<file path="config.mk">
export PLATFORM = sky130hd
export DESIGN_NAME = mscs_scan_seq
export DESIGN_NICKNAME = d
export VERILOG_FILES = /design/src/inc/mscs_pkg.sv /design/src/rtl/mscs_skid_buf.sv /design/src/rtl/mscs_scan_seq.sv
export SDC_FILE = /design/constraint.sdc
export NUM_CORES = 1
export LEC_CHECK = 0
export BUFFER_PORTS_ARGS = -buffer_cell sky130_fd_sc_hd__buf_2
export CAP_MARGIN = 15
export CORE_MARGIN = 1
export CORE_UTILIZATION = 50
export DETAILED_ROUTE_END_ITERATION = 12
export PLACE_DENSITY_LB_ADDON = 0.2
export SETUP_SLACK_MARGIN = 0.1
export SLEW_MARGIN = 20
export SYNTH_ARGS = -nofsm -noshare
export SYNTH_HDL_FRONTEND = slang
export SYNTH_SLANG_ARGS = --single-unit
</file>
<file path="constraint.sdc">
create_clock -name core_clk -period 2.16 [get_ports core_clk]
set_input_delay 0.324 -clock core_clk [delete_from_list [all_inputs] [get_ports core_clk]]
set_output_delay 0.324 -clock core_clk [all_outputs]
set_load 0.03 [all_outputs]
</file>
<file path="src/inc/mscs_pkg.sv">
// Package for the eight-channel analog input scan sequencer
package mscs_pkg;

    // Channel count and widths
    localparam int unsigned NUM_CH    = 8;
    localparam int unsigned CH_W      = 3;
    localparam int unsigned DATA_W    = 16;

    // Spacing setting: steps of 25 ns, range 0 to 10 us
    localparam int unsigned STEP_NS       = 25;
    localparam int unsigned SPACE_MAX_NS  = 10000;
    localparam int unsigned SPACE_STEPS_MAX = SPACE_MAX_NS / STEP_NS;
    localparam int unsigned SPACE_W       = 9;

    // Default spacing for each variant, in ns
    localparam int unsigned DFLT_12BIT_NS = 2000;
    localparam int unsigned DFLT_HV_NS    = 1250;
    localparam logic [SPACE_W-1:0] DFLT_12BIT_STEPS =
        SPACE_W'(DFLT_12BIT_NS / STEP_NS);
    localparam logic [SPACE_W-1:0] DFLT_HV_STEPS =
        SPACE_W'(DFLT_HV_NS / STEP_NS);

    // Core clock: 125 MHz, 8 ns; cycles per 25 ns step rounded up
    localparam int unsigned CLK_PERIOD_PS = 8000;
    localparam int unsigned STEP_CYC =
        (STEP_NS * 1000 + CLK_PERIOD_PS - 1) / CLK_PERIOD_PS;
    localparam int unsigned TICK_W = 3;

    // Setup conversions before a changed list
    localparam logic [1:0] SETUP_CONV_COUNT = 2'h2;

    // Reset values
    localparam logic [NUM_CH-1:0] LIST_RST = 8'h00;

    // Result word handed to the requester
    typedef struct packed {
        logic [CH_W-1:0]   chan;
        logic [DATA_W-1:0] data;
        logic              last;
    } mscs_result_t;

    // Command to the converter side
    typedef struct packed {
        logic [CH_W-1:0]   chan;
        logic              setup;
    } mscs_conv_t;

endpackage

</file>
<file path="src/rtl/mscs_skid_buf.sv">
// Two-entry valid/ready buffer for result words
`timescale 1ns/1ps
module mscs_skid_buf #(
    parameter int unsigned WIDTH = 20
) (
    // Clock and reset
    input  wire logic             core_clk,
    input  wire logic             rst_n,
    // Fill side
    input  wire logic             in_valid,
    output logic                  in_ready,
    input  wire logic [WIDTH-1:0] in_data,
    // Drain side
    output logic                  out_valid,
    input  wire logic             out_ready,
    output logic      [WIDTH-1:0] out_data
);

    logic [WIDTH-1:0] mem_reg [2];
    logic             wr_ptr_reg;
    logic             rd_ptr_reg;
    logic [1:0]       count_reg;
    logic             push;
    logic             pop;

    assign push = in_valid && in_ready;
    assign pop  = out_valid && out_ready;

    // Storage; only written on accepted words
    always_ff @(posedge core_clk)
    begin
        if (push)
        begin
            mem_reg[wr_ptr_reg] <= in_data;
        end
    end

    // Pointers and fill level
    always_ff @(posedge core_clk)
    begin
        if (!rst_n)
        begin
            wr_ptr_reg <= 1'b0;
            rd_ptr_reg <= 1'b0;
            count_reg  <= 2'h0;
        end
        else
        begin
            if (push)
            begin
                wr_ptr_reg <= ~wr_ptr_reg;
            end
            if (pop)
            begin
                rd_ptr_reg <= ~rd_ptr_reg;
            end
            count_reg <= count_reg + {1'b0, push} - {1'b0, pop};
        end
    end

    // Honest full and empty
    assign in_ready  = (count_reg != 2'h2);
    assign out_valid = (count_reg != 2'h0);
    assign out_data  = mem_reg[rd_ptr_reg];

endmodule

</file>
<file path="src/rtl/mscs_scan_seq.sv">
// Scan sequencer for the eight-channel analog input module
// What this block does
// RQ1: Requested channels are converted in ascending channel number order.
// RQ2: A new channel set gets two setup conversions before its lowest channel.
// RQ3: The channel list of the last executed read is kept.
// RQ4: Setup conversions are skipped when the read repeats the stored list.
// RQ5: Expansion chassis, 12-bit variant: controller should use 2.1 us or more.
// RQ6: Expansion chassis, high-voltage variant: controller should use 2.1 us up.
// RQ7: Enforced minimum spacing comes from the static configuration value.
// RQ8: Controller sets actual spacing and reads no faster than the minimum.
// RQ9: Eight input channels, 0 to 7, each selectable in a read.
// RQ10: Minimum spacing configurable 0 to 10 us in 25 ns steps; the code times each step as 4 clocks (32 ns).
// RQ11: Default spacing is 2 us (12-bit) or 1.25 us (high-voltage).
// RQ12: One result per requested channel in scan order; setup results dropped.
`timescale 1ns/1ps
module mscs_scan_seq #(
    parameter bit                    HIGH_VOLTAGE = 1'b0,
    parameter logic [mscs_pkg::SPACE_W-1:0] MIN_SPACE_STEPS =
        HIGH_VOLTAGE ? mscs_pkg::DFLT_HV_STEPS
                     : mscs_pkg::DFLT_12BIT_STEPS
) (
    // Clock and reset
    input  wire logic                          core_clk,
    input  wire logic                          rst_n,
    // Read request from user logic
    input  wire logic                          req_valid,
    output logic                               req_ready,
    input  wire logic [mscs_pkg::NUM_CH-1:0]   req_chan_mask,
    // Results to user logic
    output logic                               res_valid,
    input  wire logic                          res_ready,
    output mscs_pkg::mscs_result_t             res_word,
    // Converter front end
    output logic                               conv_start,
    output mscs_pkg::mscs_conv_t               conv_cmd,
    input  wire logic                          conv_done,
    input  wire logic [mscs_pkg::DATA_W-1:0]   conv_data,
    // Status
    output logic                               setup_active,
    output logic      [mscs_pkg::NUM_CH-1:0]   stored_list
);

    localparam int unsigned RES_W = $bits(mscs_pkg::mscs_result_t);

    typedef enum logic [3:0] {
        ST_IDLE  = 4'h1,
        ST_WAIT  = 4'h2,
        ST_START = 4'h4,
        ST_CONV  = 4'h8
    } mscs_state_t;

    mscs_state_t                         state_reg;
    logic [mscs_pkg::NUM_CH-1:0]         list_reg;
    logic [mscs_pkg::NUM_CH-1:0]         pend_reg;
    logic [1:0]                          setup_left_reg;
    logic [mscs_pkg::SPACE_W-1:0]        space_cnt_reg;
    logic [mscs_pkg::TICK_W-1:0]         tick_cnt_reg;
    logic                                step_en;
    logic                                space_ok;
    logic [mscs_pkg::CH_W-1:0]           low_ch;
    logic                                conv_start_reg;
    mscs_pkg::mscs_conv_t                conv_cmd_reg;
    logic                                cur_setup_reg;
    logic                                buf_in_valid;
    logic                                buf_in_ready;
    mscs_pkg::mscs_result_t              buf_in_data;
    logic                                buf_out_valid;
    logic [RES_W-1:0]                    buf_out_data;
    logic                                res_valid_reg;
    mscs_pkg::mscs_result_t              res_word_reg;

    ////////////////////////////////////////////////////////////////////////
    // Lowest pending channel; scan order ignores request ordering
    always_comb
    begin
        low_ch = '0;
        for (int i = mscs_pkg::NUM_CH - 1; i >= 0; i--)
        begin
            if (pend_reg[i])
            begin
                low_ch = mscs_pkg::CH_W'(i); // RQ1
            end
        end
    end

    ////////////////////////////////////////////////////////////////////////
    // Spacing step enable every STEP_CYC core clocks (32 ns per 25 ns step)
    assign step_en = (tick_cnt_reg == mscs_pkg::TICK_W'(mscs_pkg::STEP_CYC - 1));

    always_ff @(posedge core_clk)
    begin
        if (!rst_n || step_en || state_reg == ST_START)
        begin
            tick_cnt_reg <= '0;
        end
        else
        begin
            tick_cnt_reg <= tick_cnt_reg + 1'b1;
        end
    end

    // Spacing counter restarts at every conversion start; it saturates
    // so a long idle gap leaves the next start free to go at once
    always_ff @(posedge core_clk)
    begin
        if (!rst_n)
        begin
            space_cnt_reg <= MIN_SPACE_STEPS; // RQ11
        end
        else if (state_reg == ST_START)
        begin
            space_cnt_reg <= '0;
        end
        else if (step_en && !space_ok)
        begin
            space_cnt_reg <= space_cnt_reg + 1'b1;
        end
    end

    assign space_ok = (space_cnt_reg >= MIN_SPACE_STEPS); // RQ7 RQ10

    ////////////////////////////////////////////////////////////////////////
    // Sequencer state machine
    always_ff @(posedge core_clk)
    begin
        if (!rst_n)
        begin
            state_reg <= ST_IDLE;
        end
        else
        begin
            unique case (state_reg)
                ST_IDLE:
                    if (req_valid && req_chan_mask != '0)
                    begin
                        state_reg <= ST_WAIT;
                    end
                ST_WAIT:
                    if (space_ok && buf_in_ready)
                    begin
                        state_reg <= ST_START;
                    end
                ST_START:
                    state_reg <= ST_CONV;
                ST_CONV:
                    if (conv_done)
                    begin
                        if (setup_left_reg == 2'h0 && cur_setup_reg == 1'b0
                            && pend_reg == '0)
                        begin
                            state_reg <= ST_IDLE;
                        end
                        else
                        begin
                            state_reg <= ST_WAIT;
                        end
                    end
            endcase
        end
    end

    // Stored list, pending set and setup count
    always_ff @(posedge core_clk)
    begin
        if (!rst_n)
        begin
            list_reg       <= mscs_pkg::LIST_RST;
            pend_reg       <= '0;
            setup_left_reg <= 2'h0;
        end
        else if (state_reg == ST_IDLE && req_valid && req_chan_mask != '0)
        begin
            list_reg <= req_chan_mask; // RQ3 RQ9
            pend_reg <= req_chan_mask;
            if (req_chan_mask != list_reg)
            begin
                setup_left_reg <= mscs_pkg::SETUP_CONV_COUNT; // RQ2 RQ4
            end
            else
            begin
                setup_left_reg <= 2'h0; // RQ4
            end
        end
        else if (state_reg == ST_START)
        begin
            if (setup_left_reg != 2'h0)
            begin
                setup_left_reg <= setup_left_reg - 2'h1; // RQ2
            end
            else
            begin
                pend_reg[low_ch] <= 1'b0; // RQ1
            end
        end
    end

    // Converter command; setup conversions aim at the lowest channel
    always_ff @(posedge core_clk)
    begin
        if (!rst_n)
        begin
            conv_start_reg <= 1'b0;
            conv_cmd_reg   <= '0;
            cur_setup_reg  <= 1'b0;
        end
        else
        begin
            // Pulse in the cycle the command appears, so the front end
            // never latches the channel of the previous conversion
            conv_start_reg <= (state_reg == ST_START); // RQ7
            if (state_reg == ST_START)
            begin
                conv_cmd_reg.chan  <= low_ch;
                conv_cmd_reg.setup <= (setup_left_reg != 2'h0);
                cur_setup_reg      <= (setup_left_reg != 2'h0);
            end
        end
    end

    ////////////////////////////////////////////////////////////////////////
    // Results: setup conversions are discarded
    assign buf_in_valid     = (state_reg == ST_CONV) && conv_done
                              && !cur_setup_reg; // RQ12
    assign buf_in_data.chan = conv_cmd_reg.chan;
    assign buf_in_data.data = conv_data;
    assign buf_in_data.last = (pend_reg == '0);

    mscs_skid_buf #(
        .WIDTH     (RES_W)
    ) u_buf (
        .core_clk  (core_clk),
        .rst_n     (rst_n),
        .in_valid  (buf_in_valid),
        .in_ready  (buf_in_ready),
        .in_data   (buf_in_data),
        .out_valid (buf_out_valid),
        .out_ready (!res_valid_reg || res_ready),
        .out_data  (buf_out_data)
    );

    // Output register stage keeps every output on a flip-flop
    always_ff @(posedge core_clk)
    begin
        if (!rst_n)
        begin
            res_valid_reg <= 1'b0;
            res_word_reg  <= '0;
        end
        else if (!res_valid_reg || res_ready)
        begin
            res_valid_reg <= buf_out_valid; // RQ12
            res_word_reg  <= buf_out_data;
        end
    end

    ////////////////////////////////////////////////////////////////////////
    // Registered status and request handshake
    logic req_ready_reg;

    always_ff @(posedge core_clk)
    begin
        if (!rst_n)
        begin
            req_ready_reg <= 1'b0;
        end
        else
        begin
            req_ready_reg <= (state_reg == ST_IDLE) && req_valid
                             && req_chan_mask != '0 && !req_ready_reg;
        end
    end

    assign req_ready    = req_ready_reg;
    assign res_valid    = res_valid_reg;
    assign res_word     = res_word_reg;
    assign conv_start   = conv_start_reg;
    assign conv_cmd     = conv_cmd_reg;
    assign setup_active = cur_setup_reg;
    assign stored_list  = list_reg;

endmodule

</file>
# --- Word-level counts from Yosys, hierarchy flattened ---
# Memory sizes are Yosys's and may differ from the RTL's. A register that Yosys moved wholly into a read port is not among the register bits.
# Cells that the tools add are included.
# W data, S select, Z words.
word_totals:
  register_bits: 45
  ram_bits: 40
  in_bits: 29
  output_inout_bits: 36
  elab_cells: 101
  n_memories: 1
op_classes:
  add_sub_neg: 5
  magnitude_cmp: 3
  eq_ne: 11
  muxes: 26
  n_bitwise: 6
  reduce_logical: 34
mem_list:
  columns: ["name", "depth", "word_bits", "read_ports", "rd_clocked_by_memory_dff", "wr", "line", "source"]
  rows:
  - ["u_buf.mem_reg", 2, 20, 1, 1, 1, "mscs_skid_buf.sv:19", "logic [WIDTH-1:0] mem_reg [2];"]
op_table:
  columns: ["op", "n"]
  rows:
  - ["$mux W3", 8]
  - ["$mux W8", 3]
  - ["$pmux W4 S4", 1]
  - ["$mux W7", 2]
  - ["$logic_and A1 B1 Y1", 13]
  - ["$mux W4", 3]
  - ["$mux W2", 5]
  - ["$reduce_bool A2 Y1", 5]
  - ["$add A9 B1 Y9 const B", 1]
  - ["$ge A9 B7 Y1 const B", 1]
  - ["$and A8 B8 Y8", 1]
  - ["$logic_not A8 Y1", 1]
  - ["$ne A2 B2 Y1 const B", 4]
  - ["$ne A8 B8 Y1", 1]
  - ["$not A8 Y8", 1]
  - ["$reduce_bool A8 Y1", 1]
  - ["$logic_not A1 Y1", 6]
  - ["$eq A4 B1 Y1 const B", 1]
  - ["$eq A4 B2 Y1 const B", 1]
  - ["$eq A4 B3 Y1 const B", 1]
  - ["$eq A4 B4 Y1 const B", 1]
  - ["$lt A3 B4 Y1 const B", 1]
  - ["$not A1 Y1", 4]
  - ["$reduce_and A2 Y1", 2]
  - ["other kinds (13)", 17]

# --- Longest topological paths before layout ---
depth:
  depth_word: 17
  ltp_mapped: 9

# --- Hierarchy ---
# A second synthesis with hierarchy kept.
hier_totals:
  cells_unflattened: 368
  area_unflattened_um2: 4241.6
by_module_without_submodules:
  columns: ["mod", "instances", "cells_each", "area_each_um2"]
  rows:
  - ["mscs_scan_seq", 1, 282, 2565.0]
  - ["mscs_skid_buf", 1, 86, 1676.6]

# --- Worst setup path after synthesis ---
# OpenSTA, ideal clock, no wires.
synth_timing:
  kind: "register to register"
  from: "register cur_setup_reg, in the netlist setup_active"
  to: "memory u_buf.mem_reg[0][0] (enable)"
  setup_ns: 0.397
  t_arrival_ns: 1.935
  required_ns: 1.763
  slack_ns: -0.171
  stages_incl_launch_ff: 4
  synth_period_minus_slack_ns: 2.331
  path_cell_list: "dfxtp_1 nor4_1 nand3_1 nor2_1"
synth_via:
  elab_chain_cells: 5
synth_rtl:
  columns: ["item", "line", "source"]
  rows:
  - ["from (decl)", "mscs_scan_seq.sv:63", "logic cur_setup_reg;"]
  - ["from (signal assigned)", "mscs_scan_seq.sv:215", "cur_setup_reg <= (setup_left_reg != 2'h0);"]
  - ["$logic_not A1 Y1", "mscs_scan_seq.sv:223", "&& !cur_setup_reg;"]
  - ["$logic_and A1 B1 Y1", "mscs_scan_seq.sv:223", null]
  - ["$logic_and A1 B1 Y1", "mscs_skid_buf.sv:26", "assign push = in_valid && in_ready;"]
  - ["$mux W1", "mscs_skid_buf.sv:32", "if (push)"]
  - ["$mux W1 (implied by the code)", "mscs_skid_buf.sv:34", "mem_reg[wr_ptr_reg] <= in_data;"]
  - ["to (decl)", "mscs_skid_buf.sv:19", null]
# No other way between the ends.

# --- Worst setup path after layout ---
layout_timing:
  from: "register state_reg[1]"
  to: "register pend_reg[4] (netlist name)"
layout_via:
  elab_chain_cells: 5
  elab_cells_between_ends: 8
  classes_between: "eq/ne (3); mux (1); reduce/logical (4)"
layout_rtl:
  columns: ["item", "line", "source"]
  rows:
  - ["from (decl)", "mscs_scan_seq.sv:52", "mscs_state_t state_reg;"]
  - ["from (signal assigned)", "mscs_scan_seq.sv:128", "state_reg <= ST_IDLE;"]
  - ["from (signal assigned)", "mscs_scan_seq.sv:136", "state_reg <= ST_WAIT;"]
  - ["from (signal assigned)", "mscs_scan_seq.sv:141", "state_reg <= ST_START;"]
  - ["$eq A4 B1 Y1", "mscs_scan_seq.sv:171", "else if (state_reg == ST_IDLE && req_valid && req_chan_mask != '0)"]
  - ["$logic_and A1 B1 Y1 (2 in series)", "mscs_scan_seq.sv:171", null]
  - ["$ne A2 B1 Y1 (no line) / $reduce_bool A2 Y1 (equally long branches)", null, null]
  - ["$reduce_and A2 Y1 (no line)", null, null]
  - ["to (signal assigned)", "mscs_scan_seq.sv:174", "pend_reg <= req_chan_mask;"]
  - ["to (decl)", "mscs_scan_seq.sv:54", "logic [mscs_pkg::NUM_CH-1:0] pend_reg;"]
# Parallel ways exist; a longest one is shown, timed or not.
# A chain may end at the register's enable or synchronous reset.

==> impl_metrics.env <==
export IMPL_outcome="complete, no violations"
export IMPL_met1_usage_pct=21.4
export IMPL_detail_route_drc_violations=0
export IMPL_worst_endpoint_required_ps=2420
export IMPL_final_design_area_no_fill_mm2=0.00480
export IMPL_vias_per_cell=5.35
export IMPL_fin_nets=450
export IMPL_syn_nets=388
export IMPL_die_y_um=93.3
export IMPL_most_common_layout_cells="dfxtp_1 (65), buf_2 (64), nand2_1 (45), edfxtp_1 (40), mux2i_1 (22)"
export IMPL_placement_rows=32
export IMPL_timing_final_crit_period_ps=1940
export IMPL_tritoncts_num_buffers=9
export IMPL_fin_total_pwr_uw=4390
export IMPL_postSynthRegisterBits=105
export IMPL_cts_setup_buffers=0
export IMPL_dpl_hpwl_um=5000
export IMPL_fin_worst_skew_ps=12.2
export IMPL_vias=2785
export IMPL_grt_use_met2_pct=30.9
export IMPL_critical_path_launch_point_type="flop"
export IMPL_timing_critical_path_to_type="flop"
export IMPL_worst_r2r_endpoint="pend_reg[4]$_SDFFE_PN0P_"
export IMPL_critPathLaunch="state_reg[1]$_SDFFE_PN0P_"
export IMPL_synth_cell_type_count=48
export IMPL_cts_root_to_sink_buffers=2
export IMPL_finalHoldViolCount=0
export IMPL_grt_ovfl_total=0
export IMPL_track_usage_pct=18.1
export IMPL_area_growth_synth_to_final_pct=15.1
export IMPL_cellPowerDensity_mw_per_mm2=914
export IMPL_largest_register_ff_count=40
export IMPL_synth_seq_area_share_pct=60.0
export IMPL_final_max_slew_viol_count=0
export IMPL_cp_arrival_ps=2210
export IMPL_total_die_area_mm2=0.00871
export IMPL_r2r_slack_ps=220
export IMPL_critPathCapture="pend_reg[4]$_SDFFE_PN0P_"
export IMPL_startpoint_of_the_worst_slack_reg_to_reg_timing_path="state_reg[1]$_SDFFE_PN0P_"
export IMPL_drt_total_wl_um=7340
export IMPL_cts_htree_levels=3
export IMPL_gp_routability_congestion=0.790
export IMPL_power_leakage_uw=0.00210
export IMPL_global_route_usage_met3_pct=5.69
export IMPL_synth_avg_cell_area_um2=11.8
export IMPL_initial_utilization_pct=52.9
export IMPL_synthFlopType="dfxtp_1"
export IMPL_io_buffer_count=64
export IMPL_fraction_of_layout_cells_with_a_size_suffix_above_1_pct=22.2
export IMPL_die_width_um=93.3
export IMPL_grt_start_max_net_pins=42
export IMPL_grt_pass1_wl_um=12000
export IMPL_rsz_0062_raised_after_global_routing="no"
export IMPL_finalSetupViolations=0
export IMPL_irDropWorstVdd_v=0.000483
export IMPL_timing_reg2reg_worst_path_depth=4
export IMPL_antenna_cells_inserted=0
export IMPL_finalWorstSetupSlack_ps=217
export IMPL_fmax_mhz=515
export IMPL_grt_most_used_layer="met2"
export IMPL_worstMarginPinSlew_ps=559
export IMPL_boundaryPins=65
export IMPL_antenna_found_initial=0
export IMPL_dr_pass1_iterations=4
export IMPL_cp_max_fo=16
export IMPL_timing_worst_setup_path_type="reg2reg"
export IMPL_drt_wirelength_per_cell_um=14.1
export IMPL_netlist_instances=352
export IMPL_hold_wc_path_type="in2reg"
export IMPL_clock_insertion_delay_worst_skew_ps=360
export IMPL_finalCritPeriodShare_pct=90.0
export IMPL_synth_async_sr_flop_share_pct=0
export IMPL_ant_nets=0
export IMPL_number_of_global_route_vias_before_repair=2634
export IMPL_maxSlewHeadroom_pct=62.2
export IMPL_yosys_warnings=0
export IMPL_place_area_mm2=0.00459
export IMPL_cts_tree="built"
export IMPL_synth_edf_count=40
export IMPL_max_cap_viols=0
export IMPL_cts_clk_slew_worst_paths_ps=100
export IMPL_drt_iter0_drc=136
export IMPL_cts_root_buf="clkbuf_8"
export IMPL_setup_tns_ps=0
export IMPL_commonest_non_fill_non_tap_cell_in_the_layout="dfxtp_1"
export IMPL_cts_sinks=105
export IMPL_placeableCoreArea_mm2=0.00789
export IMPL_synth_cell_area_mm2=0.00417
export IMPL_pre_cts_ws_ps=145
[worst max-delay path, cell delays in order (launching register included)]
cell	delay, ps
dfxtp_1	400
or4b_4	560
a211o_1	280
and2_2	310
a32o_1	290
[through the flow]
step                std cells  util, %  hold slack, ps
global placement          505     58.2             401
global route              521     60.8             112
CTS                       521     60.7             123
finish                    521     60.8             144
detailed placement        505     58.2             403
floorplan                 352        -             404
[Yosys cell counts (all sizes together), types with 3 or more instances]
cell type	n	area (um2)
nor3	6	30.0
nor4	6	37.5
o211a	20	200
a22o	6	52.6
nor2	18	70.1
edfxtp	40	1200
dfxtp	65	1300
clkbuf	11	41.3
a32o	5	50.1
buf	10	76.3
ha	7	87.6
nand2b	3	18.8
o21ai	10	50.0
nand4	5	31.3
mux2i	22	220
a21boi	3	22.5
and3	4	25.0
xor2	13	114
xnor2	6	52.6
nand2	45	169
inv	11	41.3
and2	10	62.6
[metal layers]
layer	wire, um	vias up
li1	-	1394
met1	3350	1323
met4	65	0
met5	0	-
met3	360	6
met2	3570	62
[power by group]
group	leakage (uW)	switching [uW]	total, uW	internal [uW]
registers	0.000894	87.1	2280	2190
logic	0.00111	541	895	353
clock network	0.0000990	661	1210	553
[logic make-up (layout without fill, tap and decap cells)]
family	Yosys count	in the layout	share of synthesized area [%]
buf+inv	32	99	3.81
simple gates	106	106	12.5
fa+ha+maj	7	7	2.10
compound gates	61	61	12.2
xor+xnor	19	19	3.99
flops	105	105	60.0
mux	22	22	5.28
[timing repair]
item,in CTS,in global routing
hold buffers,0,0
endpoints found under the hold margin,0,0
endpoints found under the setup margin,0,28
gates resized for setup,0,2
[worst min-delay path by stage]
| stage | cells past startpoint | startpoint | to | slack, ps |
|---|---|---|---|---|
| 2_1_floorplan | 1 | tick_cnt_reg[0]$_SDFF_PP0_ | tick_cnt_reg[0]$_SDFF_PP0_ | 400 |
| 3_3_place_gp | 1 | req_ready$_SDFF_PN0_ | req_ready$_SDFF_PN0_ | 400 |
| 3_5_place_dp | 1 | req_ready$_SDFF_PN0_ | req_ready$_SDFF_PN0_ | 400 |
| 4_1_cts | 1 | conv_data[15] | u_buf.mem_reg[1][16]$_DFFE_PP_ | 120 |
| 5_1_grt | 1 | conv_data[15] | u_buf.mem_reg[1][16]$_DFFE_PP_ | 110 |
| 6_report | 1 | conv_data[15] | u_buf.mem_reg[1][16]$_DFFE_PP_ | 140 |
[area by class of cell]
cell class              instances  area, um2
multi-input cells             215       1520
repair buffers                 72        405
well taps                     102        128
inverters                      11       41.3
flip-flops and latches        105       2500
clock buffers                  10        128
fillers                       644       3090
clock inverters                 6       75.1
No activity file was read; power rests on OpenSTA's default activity.
